`src/verilog/acp_regs.svh`:
```
`ifndef ACP_REGS_SVH
`define ACP_REGS_SVH

// framing and reply characters
`define ACP_CH_LF      8'h0a
`define ACP_CH_CR      8'h0d
`define ACP_CH_BLANK   8'h20
`define ACP_CH_QUOTE   8'h22
`define ACP_CH_DASH    8'h2d
`define ACP_CH_GT      8'h3e
`define ACP_CH_ERR     8'h45
`define ACP_CH_WARN    8'h57
`define ACP_CH_ZERO    8'h30

// message numbers, last digit only; leading digits are always zero
`define ACP_ERR_LONG   8'h31
`define ACP_ERR_QUOTE  8'h32
`define ACP_ERR_CR     8'h33
`define ACP_ERR_NAME   8'h34
`define ACP_WRN_TRUNC  8'h31

// storage sizes
`define ACP_LINE_DEPTH 6'h20
`define ACP_SLOT_DEPTH 6'h10

// timing
`define ACP_CLK_PERIOD_NS 8
`define ACP_STEP_TIME_S   1
`define ACP_STEP_CYCLES   (`ACP_STEP_TIME_S * 1000000000 / `ACP_CLK_PERIOD_NS)
`define ACP_HOLD_MIN_S    5'h0a
`define ACP_HOLD_MAX_S    5'h0f

// factory output codes at 0 % and 100 % of full_scale_span
`define ACP_SCALE_ZERO 16'h0283
`define ACP_SCALE_FULL 16'hfd77

`endif

```
`src/verilog/acp_pkg.sv`:
```
package acp_pkg;

  typedef enum logic [3:0] {
    ST_RECV = 4'b0000,
    ST_NAME = 4'b0001,
    ST_SEP  = 4'b0010,
    ST_PARM = 4'b0011,
    ST_CODE = 4'b0100,
    ST_CR   = 4'b0101,
    ST_LF   = 4'b0110,
    ST_DASH = 4'b0111,
    ST_GT   = 4'b1000
  } acp_state_type;

  typedef enum logic [1:0] {
    LED_OFF = 2'b00,
    LED_RED = 2'b01,
    LED_YEL = 2'b10,
    LED_GRN = 2'b11
  } acp_led_type;

endpackage : acp_pkg

```
`src/verilog/acp_byte_if.sv`:
```
`timescale 1ns/1ps
// one byte stream with valid/ready handshake
interface acp_byte_if;
  logic       valid;
  logic       ready;
  logic [7:0] data;
  modport src (output valid, output data, input ready);
  modport snk (input valid, input data, output ready);
endinterface : acp_byte_if

```
`src/verilog/acp_out_buf.sv`:
```
`timescale 1ns/1ps
// two-entry buffer so a receiver stall never drops a reply byte
module acp_out_buf (
  input  wire logic       mclk_in,
  input  wire logic       rst_n_in,
  acp_byte_if.snk         up_if,
  output logic            dn_valid_out,
  output logic [7:0]      dn_data_out,
  input  wire logic       dn_ready_in
);
  logic [7:0] mem [0:1];
  logic       wr_ptr;
  logic       rd_ptr;
  logic [1:0] count;

  // handshake decode
  wire push = up_if.valid && up_if.ready;
  wire pop  = dn_valid_out && dn_ready_in;
  assign up_if.ready  = (count != 2'h2);
  assign dn_valid_out = (count != 2'h0);
  assign dn_data_out  = mem[rd_ptr];

  // pointers and occupancy
  always_ff @(posedge mclk_in or negedge rst_n_in) begin
    if (!rst_n_in) begin
      wr_ptr <= 1'b0;
      rd_ptr <= 1'b0;
      count  <= 2'h0;
    end else begin
      if (push) wr_ptr <= !wr_ptr;
      if (pop) rd_ptr <= !rd_ptr;
      count <= count + {1'b0, push} - {1'b0, pop};
    end
  end

  // storage has no reset; contents are only read while count says valid
  always_ff @(posedge mclk_in) begin
    if (push) mem[wr_ptr] <= up_if.data;
  end
endmodule : acp_out_buf

```
`src/verilog/acp_cmd_parser.sv`:
```
`timescale 1ns/1ps
`include "acp_regs.svh"
module acp_cmd_parser #(
  parameter int STEP_CYCLES = `ACP_STEP_CYCLES
) (
  input  wire logic       mclk_in,
  input  wire logic       rst_n_in,
  input  wire logic       rx_valid_in,
  input  wire logic [7:0] rx_data_in,
  output logic            rx_ready_out,
  output logic            tx_valid_out,
  output logic [7:0]      tx_data_out,
  input  wire logic       tx_ready_in,
  input  wire logic       key_in,
  output logic [1:0]      led_state_out,
  output logic            restore_out,
  output logic [15:0]     scale_zero_out,
  output logic [15:0]     scale_full_out
);
  acp_byte_if            out_if ();
  acp_pkg::acp_state_type state;
  logic [7:0]  line_buf [0:31];
  logic [5:0]  wr_cnt;
  logic [5:0]  name_len;
  logic        name_done;
  logic        in_quote;
  logic        cr_seen;
  logic        cr_bad;
  logic        too_long;
  logic [4:0]  slot_len [0:3];
  logic [1:0]  cur_slot;
  logic [5:0]  idx;
  logic        code_warn;
  logic [7:0]  code_char;
  logic [26:0] tick_cnt;
  logic [1:0]  start_step;
  logic        key_armed;
  logic [26:0] hold_cyc;
  logic [4:0]  hold_sec;

  // receive-side decode
  wire rx_take   = rx_valid_in && rx_ready_out;
  wire is_lf     = (rx_data_in == `ACP_CH_LF);
  wire is_cr     = (rx_data_in == `ACP_CH_CR);
  wire is_quote  = (rx_data_in == `ACP_CH_QUOTE);
  wire sep       = (rx_data_in == `ACP_CH_BLANK) && !in_quote;
  wire [5:0] par_len = wr_cnt - name_len;
  wire has_param = name_done && (par_len != 6'h00);
  wire [1:0] hash = line_buf[0][1:0] ^ name_len[1:0];
  wire finish    = rx_take && is_lf;
  wire skip_byte = sep && (!name_done || par_len == 6'h00);
  wire keep_byte = rx_take && !is_lf && !is_cr && !skip_byte;
  wire over_slot = (par_len > `ACP_SLOT_DEPTH);
  wire [4:0] new_len = over_slot ? 5'(`ACP_SLOT_DEPTH) : par_len[4:0];

  // error choice at end of line; overflow beats quote beats CR
  wire [7:0] err_char = too_long               ? `ACP_ERR_LONG  :
                        in_quote               ? `ACP_ERR_QUOTE :
                        cr_bad                 ? `ACP_ERR_CR    :
                        (name_len == 6'h00)    ? `ACP_ERR_NAME  : 8'h00;
  wire       is_err   = (err_char != 8'h00);
  wire       store_now = finish && !is_err && has_param;

  // reply byte selection
  wire [7:0] slot_byte [0:15];
  wire       out_go  = out_if.valid && out_if.ready;
  wire [4:0] cur_len = slot_len[cur_slot];
  wire [7:0] code_byte = (idx == 6'h00) ? (code_warn ? `ACP_CH_WARN : `ACP_CH_ERR) :
                         (idx == 6'h03) ? code_char : `ACP_CH_ZERO;
  assign rx_ready_out = (state == acp_pkg::ST_RECV);
  assign out_if.valid = (state != acp_pkg::ST_RECV);
  assign out_if.data  = (state == acp_pkg::ST_NAME) ? line_buf[idx[4:0]] :
                        (state == acp_pkg::ST_SEP)  ? `ACP_CH_BLANK :
                        (state == acp_pkg::ST_PARM) ? slot_byte[idx[3:0]] :
                        (state == acp_pkg::ST_CODE) ? code_byte :
                        (state == acp_pkg::ST_CR)   ? `ACP_CH_CR :
                        (state == acp_pkg::ST_LF)   ? `ACP_CH_LF :
                        (state == acp_pkg::ST_DASH) ? `ACP_CH_DASH : `ACP_CH_GT;

  always_ff @(posedge mclk_in) begin
    if (keep_byte && wr_cnt != `ACP_LINE_DEPTH) line_buf[wr_cnt[4:0]] <= rx_data_in;
  end

  // parser flags; name_len lives until the reply's closing '>' has been handed to the buffer
  always_ff @(posedge mclk_in or negedge rst_n_in) begin
    if (!rst_n_in) begin
      wr_cnt    <= 6'h00;
      name_len  <= 6'h00;
      name_done <= 1'b0;
      in_quote  <= 1'b0;
      cr_seen   <= 1'b0;
      cr_bad    <= 1'b0;
      too_long  <= 1'b0;
    end else if (finish) begin
      wr_cnt    <= 6'h00;
      name_done <= 1'b0;
      in_quote  <= 1'b0;
      cr_seen   <= 1'b0;
      cr_bad    <= 1'b0;
      too_long  <= 1'b0;
    end else if (rx_take) begin
      // cr only legal right before lf
      cr_seen <= is_cr;
      if (cr_seen) cr_bad <= 1'b1;
      // quotes hold blanks inside a parameter
      if (is_quote && !is_cr) in_quote <= !in_quote;
      // first outside blank ends the name
      if (sep && !name_done && name_len != 6'h00) name_done <= 1'b1;
      if (keep_byte && wr_cnt == `ACP_LINE_DEPTH) too_long <= 1'b1;
      if (keep_byte && wr_cnt != `ACP_LINE_DEPTH) wr_cnt <= wr_cnt + 6'h01;
      if (keep_byte && wr_cnt != `ACP_LINE_DEPTH && !name_done) name_len <= name_len + 6'h01;
    end else if (state == acp_pkg::ST_GT && out_go) begin
      name_len <= 6'h00;
    end
  end

  // setting slots, one column of flops per byte position
  genvar g;
  generate
    for (g = 0; g < 16; g++) begin : g_col
      logic [7:0] col [0:3];
      wire  [4:0] src = name_len[4:0] + 5'(g);
      always_ff @(posedge mclk_in) begin
        if (store_now) col[hash] <= line_buf[src];
      end
      assign slot_byte[g] = col[cur_slot];
    end
  endgenerate

  // slot lengths; a restore forgets every stored value
  always_ff @(posedge mclk_in or negedge rst_n_in) begin
    if (!rst_n_in) begin
      for (int i = 0; i < 4; i++) slot_len[i] <= 5'h00;
    end else if (restore_out) begin
      for (int i = 0; i < 4; i++) slot_len[i] <= 5'h00;
    end else if (store_now) begin
      slot_len[hash] <= new_len;
    end
  end

  // reply sequencer
  always_ff @(posedge mclk_in or negedge rst_n_in) begin
    if (!rst_n_in) begin
      state     <= acp_pkg::ST_RECV;
      idx       <= 6'h00;
      cur_slot  <= 2'h0;
      code_warn <= 1'b0;
      code_char <= 8'h00;
    end else begin
      case (state)
        acp_pkg::ST_RECV: begin
          idx <= 6'h00;
          if (finish) begin
            cur_slot <= hash;
            code_warn <= !is_err;
            code_char <= is_err ? err_char : `ACP_WRN_TRUNC;
            if (is_err) state <= acp_pkg::ST_CODE;
            // warning after the value is stored
            else if (has_param && over_slot) state <= acp_pkg::ST_CODE;
            else if (has_param) state <= acp_pkg::ST_CR;
            else state <= acp_pkg::ST_NAME;
          end
        end
        acp_pkg::ST_NAME: if (out_go) begin
          // reply starts with the command name
          idx <= idx + 6'h01;
          if (idx == name_len - 6'h01) begin
            idx <= 6'h00;
            state <= (cur_len != 5'h00) ? acp_pkg::ST_SEP : acp_pkg::ST_CR;
          end
        end
        acp_pkg::ST_SEP: if (out_go) state <= acp_pkg::ST_PARM;
        acp_pkg::ST_PARM: if (out_go) begin
          idx <= idx + 6'h01;
          if (idx == {1'b0, cur_len} - 6'h01) state <= acp_pkg::ST_CR;
        end
        acp_pkg::ST_CODE: if (out_go) begin
          idx <= idx + 6'h01;
          if (idx == 6'h03) state <= acp_pkg::ST_CR;
        end
        acp_pkg::ST_CR:   if (out_go) state <= acp_pkg::ST_LF;
        acp_pkg::ST_LF:   if (out_go) state <= acp_pkg::ST_DASH;
        acp_pkg::ST_DASH: if (out_go) state <= acp_pkg::ST_GT;
        acp_pkg::ST_GT:   if (out_go) state <= acp_pkg::ST_RECV;
        default: state <= acp_pkg::ST_RECV;
      endcase
    end
  end

  acp_out_buf u_buf (
    .mclk_in      (mclk_in),
    .rst_n_in     (rst_n_in),
    .up_if        (out_if),
    .dn_valid_out (tx_valid_out),
    .dn_data_out  (tx_data_out),
    .dn_ready_in  (tx_ready_in)
  );

  // power-up timing, one step per second
  wire sec_tick   = (tick_cnt == 27'(STEP_CYCLES - 1));
  wire in_start   = (start_step != 2'h3);
  wire hold_win   = (hold_sec >= `ACP_HOLD_MIN_S) && (hold_sec < `ACP_HOLD_MAX_S);
  wire hold_tick  = (hold_cyc == 27'(STEP_CYCLES - 1));
  wire flash_on   = key_armed && key_in && hold_win;

  always_ff @(posedge mclk_in or negedge rst_n_in) begin
    if (!rst_n_in) begin
      tick_cnt   <= 27'h000_0000;
      start_step <= 2'h0;
    end else if (in_start) begin
      tick_cnt <= sec_tick ? 27'h000_0000 : tick_cnt + 27'h000_0001;
      if (sec_tick) start_step <= start_step + 2'h1;
    end
  end

  // key held from the start sequence, counted from its own press
  always_ff @(posedge mclk_in or negedge rst_n_in) begin
    if (!rst_n_in) begin
      key_armed   <= 1'b0;
      hold_cyc    <= 27'h000_0000;
      hold_sec    <= 5'h00;
      restore_out <= 1'b0;
    end else begin
      restore_out <= key_armed && !key_in && hold_win;
      if (!key_armed) begin
        key_armed <= in_start && key_in;
        hold_cyc  <= 27'h000_0000;
        hold_sec  <= 5'h00;
      end else if (!key_in) begin
        key_armed <= 1'b0;
      end else begin
        hold_cyc <= hold_tick ? 27'h000_0000 : hold_cyc + 27'h000_0001;
        // saturate past the window so a long hold never restores
        if (hold_tick && hold_sec != 5'h1f) hold_sec <= hold_sec + 5'h01;
      end
    end
  end

  // indicator: start colours, then yellow flash while release is valid
  assign led_state_out = (start_step == 2'h0) ? acp_pkg::LED_RED :
                         (start_step == 2'h1) ? acp_pkg::LED_YEL :
                         (start_step == 2'h2) ? acp_pkg::LED_GRN :
                         flash_on ? (hold_cyc[26] ? acp_pkg::LED_OFF : acp_pkg::LED_YEL) :
                         acp_pkg::LED_GRN;

  always_ff @(posedge mclk_in or negedge rst_n_in) begin
    if (!rst_n_in) begin
      scale_zero_out <= `ACP_SCALE_ZERO;
      scale_full_out <= `ACP_SCALE_FULL;
    end else if (restore_out) begin
      scale_zero_out <= `ACP_SCALE_ZERO;
      scale_full_out <= `ACP_SCALE_FULL;
    end
  end
endmodule : acp_cmd_parser

```
`config.mk`:
```
export PLATFORM = sky130hd
export DESIGN_NAME = acp_cmd_parser
export DESIGN_NICKNAME = d
export VERILOG_FILES = /design/src/verilog/acp_pkg.sv /design/src/verilog/acp_byte_if.sv /design/src/verilog/acp_out_buf.sv /design/src/verilog/acp_cmd_parser.sv
export VERILOG_INCLUDE_DIRS = /design/src /design/src/verilog
export SDC_FILE = /design/constraint.sdc
export NUM_CORES = 2
export LEC_CHECK = 0
export ABC_AREA = 1
export CAP_MARGIN = 20
export CORE_UTILIZATION = 45
export CTS_CLUSTER_DIAMETER = 200
export DETAILED_ROUTE_END_ITERATION = 12
export DONT_BUFFER_PORTS = 1
export GPL_TIMING_DRIVEN = 0
export PLACE_DENSITY = 0.63
export SLEW_MARGIN = 20
export SYNTH_ARGS = -nofsm -noshare
export SYNTH_HDL_FRONTEND = slang
export SYNTH_SLANG_ARGS = --single-unit
```
`constraint.sdc`:
```
create_clock -name mclk_in -period 6.8 [get_ports mclk_in]
set_input_delay 1.36 -clock mclk_in [delete_from_list [all_inputs] [get_ports mclk_in]]
set_output_delay 1.36 -clock mclk_in [all_outputs]
set_load 0.05 [all_outputs]
```
Yosys cells after proc, flatten, opt, wreduce, memory -nomap -nowiden
Memories as Yosys holds them, arrays and structs flattened.
Index checks and enable logic that the tools add are counted.
W data, S select, Z words.
{"block": "word_totals", "regBits": 125, "ram_bits": 784, "elab_cells": 280, "memories": 18}
{"block": "op_classes", "add_sub_neg": 27, "magnitude_cmp": 7, "eq_ne": 40, "muxes": 88, "bitwise_logic": 5, "n_reduce_logical": 70}
{"memory": "line_buf", "depth": 32, "width": 8, "rd": 18, "rd_clocked_by_memory_dff": 0, "wr": 1, "line_no": "acp_cmd_parser.sv:22", "rtl": "logic [7:0] line_buf [0:31];"}
{"memory": "g_col[0].col", "depth": 4, "width": 8, "rd": 1, "rd_clocked_by_memory_dff": 0, "wr": 1, "line_no": "acp_cmd_parser.sv:121", "rtl": "logic [7:0] col [0:3];"}
{"memory": "g_col[10].col", "depth": 4, "width": 8, "rd": 1, "rd_clocked_by_memory_dff": 0, "wr": 1, "line_no": "acp_cmd_parser.sv:121"}
{"memory": "g_col[11].col", "depth": 4, "width": 8, "rd": 1, "rd_clocked_by_memory_dff": 0, "wr": 1, "line_no": "acp_cmd_parser.sv:121"}
{"memory": "g_col[12].col", "depth": 4, "width": 8, "rd": 1, "rd_clocked_by_memory_dff": 0, "wr": 1, "line_no": "acp_cmd_parser.sv:121"}
{"memory": "g_col[13].col", "depth": 4, "width": 8, "rd": 1, "rd_clocked_by_memory_dff": 0, "wr": 1, "line_no": "acp_cmd_parser.sv:121"}
{"memory": "12 more memories"}
{"op": "$mux W27", "count": 4}
{"op": "$mux W6", "count": 16}
{"op": "$mux W8", "count": 8}
{"op": "$add A27 B1 Y27 const B", "count": 2}
{"op": "$eq A27 B27 Y1 const B", "count": 2}
{"op": "$mux W4", "count": 12}
{"op": "$mux W5", "count": 9}
{"op": "$add A5 B4 Y5 const B", "count": 8}
{"op": "$mux W20", "count": 2}
{"op": "$pmux W4 S9", "count": 1}
{"op": "$bmux W8 S4", "count": 1}
{"op": "$logic_and A1 B1 Y1", "count": 28}
{"op": "$mux W1", "count": 22}
{"op": "$ne A2 B2 Y1 const B", "count": 11}
{"op": "$add A5 B3 Y5 const B", "count": 4}
{"op": "$bwmux W20", "count": 1}
{"op": "$add A6 B1 Y6 const B", "count": 3}
{"op": "$logic_not A6 Y1", "count": 3}
{"op": "$pmux W6 S3", "count": 1}
{"op": "$reduce_bool A2 Y1", "count": 9}
{"op": "$eq A4 B3 Y1 const B", "count": 4}
{"op": "$eq A8 B4 Y1 const B", "count": 2}
{"op": "$eq A8 B6 Y1 const B", "count": 2}
{"op": "$reduce_and A2 Y1", "count": 8}
{"op": "45 further kinds", "count": 74}

Longest topological paths before layout
{"block": "logic_depth", "ltp_word": 11, "depth_mapped": 19}

Cells and area by module
Synthesis repeated with hierarchy kept, for this count alone.
{"block": "unflattened", "cells_unflattened": 6178, "area_unflattened_um2": 51296.7}
{"mod": "acp_cmd_parser", "n_inst": 1, "cells_each": 6105, "area_each_um2": 50474.7}
{"mod": "acp_out_buf", "n_inst": 1, "cells_each": 73, "area_each_um2": 822.0}

Worst setup path before layout
OpenSTA, ideal clock, no wires.
{"block": "synth_timing", "path_kind": "input to register", "from": "in rx_data_in[7]", "to": "reg slot_len[3] (netlist bit)", "setup_time_ps": 130, "t_arrival_ps": 4599, "t_required_ps": 6670, "path_slack_ps": 2072, "stages": 11, "n_path_buf": 0, "cell_sequence": "or2_1 > nor2_1 > nand2_1 > inv_1 > nand2_1 > nor2_4 > nand4_2 > nor2_4 > inv_2 > nand3_1 > o21ai_0"}
{"block": "synth_via", "elab_chain_len": 5}
{"element": "start, declared", "line_no": "acp_cmd_parser.sv:9", "rtl": "input wire logic [7:0] rx_data_in,"}
{"element": "$eq A8 B4 Y1 (no line)"}
{"element": "$logic_and A1 B1 Y1", "line_no": "acp_cmd_parser.sv:50", "rtl": "wire finish = rx_take && is_lf;"}
{"element": "$logic_and A1 B1 Y1 (2 in series)", "line_no": "acp_cmd_parser.sv:62", "rtl": "wire store_now = finish && !is_err && has_param;"}
{"element": "$reduce_bool A2 Y1 (no line)"}
{"element": "end signal, assigned by index", "line_no": "acp_cmd_parser.sv:137", "rtl": "slot_len[hash] <= new_len;"}
{"element": "end, declared", "line_no": "acp_cmd_parser.sv:30", "rtl": "logic [4:0] slot_len [0:3];"}
Every way passes these cells.
A chain may end at the register's enable or synchronous reset.

Worst setup path in the final report
{"block": "layout_timing", "from": "reg name_len[2]", "to": "mem g_col[15].col[3][6], enable pin"}
{"block": "layout_via", "elab_chain_len": 11}
{"element": "start, declared", "line_no": "acp_cmd_parser.sv:24", "rtl": "logic [5:0] name_len;"}
{"element": "start signal, assigned", "line_no": "acp_cmd_parser.sv:111", "rtl": "if (keep_byte && wr_cnt != `ACP_LINE_DEPTH && !name_done) name_len <= name_len + 6'h01;"}
{"element": "$logic_not A6 Y1", "line_no": "acp_cmd_parser.sv:60", "rtl": "(name_len == 6'h00) ? `ACP_ERR_NAME : 8'h00;"}
{"element": "$mux W6", "line_no": "acp_cmd_parser.sv:60"}
{"element": "$mux W6", "line_no": "acp_cmd_parser.sv:59", "rtl": "cr_bad ? `ACP_ERR_CR :"}
{"element": "$mux W6", "line_no": "acp_cmd_parser.sv:58", "rtl": "in_quote ? `ACP_ERR_QUOTE :"}
{"element": "$mux W6", "line_no": "acp_cmd_parser.sv:57", "rtl": "wire [7:0] err_char = too_long ? `ACP_ERR_LONG :"}
{"element": "$reduce_bool A8 Y1", "line_no": "acp_cmd_parser.sv:61", "rtl": "wire is_err = (err_char != 8'h00);"}
{"element": "$logic_not A1 Y1", "line_no": "acp_cmd_parser.sv:62"}
{"element": "$logic_and A1 B1 Y1", "line_no": "acp_cmd_parser.sv:62"}
{"element": "$logic_and A1 B1 Y1 *", "line_no": "acp_cmd_parser.sv:62"}
{"element": "$mux W1 *", "line_no": "acp_cmd_parser.sv:124", "rtl": "if (store_now) col[hash] <= line_buf[src];"}
{"element": "$mux W1 (not written as such) *", "line_no": "acp_cmd_parser.sv:124"}
{"element": "end, declared", "line_no": "acp_cmd_parser.sv:121"}
Mark *: on every way between the ends. The rest lies on a longest branch, timed or not.

==> flow_metrics.tcl <==
set metrics [dict create \
    syn_area_mm2 0.0512 \
    min_period_ns 5.50 \
    wirelength_um 275000 \
    synth_cells 6127 \
    synthArstFlopShare 0.134 \
    post_cts_buffers 0 \
    die_x_um 339 \
    crit_path_end "g_col[15].col[3][6]" \
    antenna_found_initial 31 \
    fin_crit_sh 0.809 \
    cts_made_buffers 97 \
    io_pins 58 \
    p_leak_uw 0.0218 \
    clock_skew_ns 0.0802 \
    die_area_mm2 0.115 \
    hold_violations 0 \
    synth.distinct_cells 60 \
    cts_hold_buffers 0 \
    layout_common_cells "nand2_1, o21ai_0, edfxtp_1, nor2_1, inv_1" \
    die_height_um 339 \
    vias_per_cell 6.41 \
    initial_core_util 0.455 \
    r2r_setup_slack_ns 1.30 \
    insertion_delay_ns 0.77 \
    rsz0062_at_grt "no" \
    cp.arrival_ns 5.90 \
    synth_enable_flop_cells 784 \
    drtAntennaViolNets 0 \
    endpoint_kind "flop" \
    track_usage 0.467 \
    cp-start-kind "flop" \
    ctsResizeCount 0 \
    grt_overflow 0 \
    place.gp.congestion 1.17 \
    ys.flop_type "edfxtp_1" \
    max_clock_freq_ghz 0.182 \
    cts.clk_slew.worst_paths_ns 0.06 \
    grt_pass1_vias 44900 \
    dp_cells 7677 \
    path_max_fanout 22 \
    max-vdd-ir-drop_mv 0.286 \
    core_mm2 0.113 \
    maxSlewViolCount 0 \
    regToRegStartpoint "name_len[2]" \
    setup_viol 0 \
    grt_max_degree 122 \
    setup_tns_ns 0 \
    cp-startpoint "name_len[2]" \
    wl_per_cell_um 35.0 \
    drt_pre_antenna_iters 9 \
    path_class "flop to flop" \
    critPathRequiredTime_ns 7.20 \
    final_core_utilization 0.505 \
    clkSinkCount 905 \
    row_count 123 \
    cts_root_buf "clkbuf_16" \
    drc 0 \
    n_fill_cell 10800 \
    layout.cells.non_filler 7869 \
    drv_cap 0 \
    portBuffers 0 \
    synth_area_per_cell_um2 8.36 \
    dpl.hpwl_um 210000 \
    reg2reg_to "g_col[15].col[3][6]" \
    ys_seq_area_frac 0.519 \
    powerDensity_mw_per_mm2 388 \
    tightest_slew_ns 1.43 \
    slew_headroom 0.0378 \
    nNetsFinal 6333 \
    ys_ff_latch 905 \
    vias 50500 \
    outcome "complete, no violations" \
    drive_gt1_frac 0.0715 \
    final_common_cell "nand2_1" \
    htree_levels 3 \
    r2r_cells 18 \
    cts_tree "built" \
    drtIter0Drc 8822 \
    grt_pass1_wl_um 368000 \
    area_growth_pct 11.0 \
    clk_path_buf_depth 3 \
    hold_class "primary input to async pin" \
    yosysWarningCount 0 \
]
report_power, final:
part / total (uW) / switching (uW) / internal (uW)
clock network: 5290 / 2440 / 2850
logic: 9960 / 8030 / 1920
registers: 6840 / 97.8 / 6740
total: 22100 / 10600 / 11500
synthesized netlist by cell type (7+ instances only):
cell,instances,share of area
a21oi_1,132,0.013
a22oi_1,18,0.0026
a31oi_1,13,0.0016
buf_1,50,0.0037
buf_2,127,0.012
buf_4,50,0.0073
buf_6,9,0.0020
clkbuf_1,182,0.013
dfrtp_1,121,0.059
edfxtp_1,784,0.46
ha_1,36,0.0088
inv_1,388,0.028
inv_2,19,0.0014
mux2i_1,46,0.0090
nand2_1,1448,0.11
nand3_1,251,0.025
nand3b_1,7,0.0010
nand4_1,57,0.0070
nor2_1,745,0.055
nor3_1,30,0.0029
nor4_1,7,0.00085
o211ai_1,58,0.0085
o21ai_0,1195,0.12
o21ai_1,29,0.0028
o221ai_1,31,0.0053
o22a_1,101,0.017
o22ai_1,56,0.0068
o31ai_1,8,0.0012
xnor2_1,9,0.0015
xor2_1,46,0.0079
registers in the layout (all words and copies together), names as in the netlist, 2 cells and up:
signal	flops
slot_len	20
hold_sec	5
wr_cnt	6
hold_cyc	27
start_step	2
cur_slot	2
u_buf.count	2
g_col.col	512
code_char	4
tick_cnt	27
name_len	6
line_buf	256
idx	6
u_buf.mem	16
state	4
layer usage:
layer	share of wire	wire length, um	up-vias	global-route usage
met5	0.00026	72	-	0
met4	0.092	25300	10	0.349
met2	0.40	111000	3960	0.653
met3	0.14	38800	821	0.170
met1	0.36	100000	24300	0.590
li1	-	-	21300	-
cell families (layout without fill, tap and decap cells):
family / after synthesis / count (layout) / synth area share
other: 2 / 39 / 0.000147
muxes: 46 / 46 / 0.00899
DFF: 905 / 905 / 0.519
xor gates and xnor gates: 58 / 58 / 0.0104
AOI/OAI and AO/OA: 1665 / 1665 / 0.180
adders and majority gates: 37 / 37 / 0.00919
buffers and inverters: 832 / 1037 / 0.0693
and+or+nand+nor: 2582 / 2582 / 0.204
worst max-delay path, stage by stage, from the launching register on:
cell and delay [ns]:
dfrtp_1 0.54, inv_1 0.18, clkbuf_1 0.35, clkbuf_1 0.98
ha_1 0.46, nand2_1 0.09, nand2_1 0.07, inv_1 0.07
nand3_1 0.07, nand2_1 0.18, nor2_1 0.08, nand3_1 0.12
nand4_2 0.24, nor2_4 0.63, buf_16 0.25, buf_16 0.19
buf_16 0.17, buf_16 0.18, buf_12 0.20
layout make-up:
cell class | count | area (um^2) | share of cell area
flip-flops and latches | 905 | 26600 | 0.467
multi-input cells | 4420 | 21300 | 0.374
clock buffers | 109 | 2480 | 0.0437
plain buffers | 419 | 2030 | 0.0357
well taps | 1500 | 1880 | 0.0330
inverters | 413 | 1580 | 0.0277
clock inverters | 69 | 608 | 0.0107
repair buffers | 27 | 427 | 0.00750
diodes | 7 | 17.5 | 0.000308
stage by stage:
step | instance area, um^2 | worst slack (ns) | hold slack, ns | total power [uW]
2_1_floorplan | 51300 | 2.07 | 0.434 | 11400
3_3_place_gp | 53200 | -0.626 | 0.451 | 16000
3_5_place_dp | 53700 | 1.52 | 0.454 | 16100
4_1_cts | 56800 | 1.46 | 0.286 | 21300
5_1_grt | 56800 | 1.20 | 0.301 | 22200
6_report | 56900 | 1.30 | 0.312 | 22100
worst min-delay path by stage:
| stage | from | to | depth (start not counted) |
|---|---|---|---|
| floorplan | code_char[4] | code_char[4] | 1 |
| global placement | code_char[4] | code_char[4] | 1 |
| detailed placement | code_char[4] | code_char[4] | 1 |
| CTS | rst_n_in | hold_sec[3] | 0 |
| global route | rst_n_in | hold_sec[3] | 0 |
| finish | rst_n_in | hold_sec[3] | 0 |
Note: power is estimated with default switching activity, not from simulation.
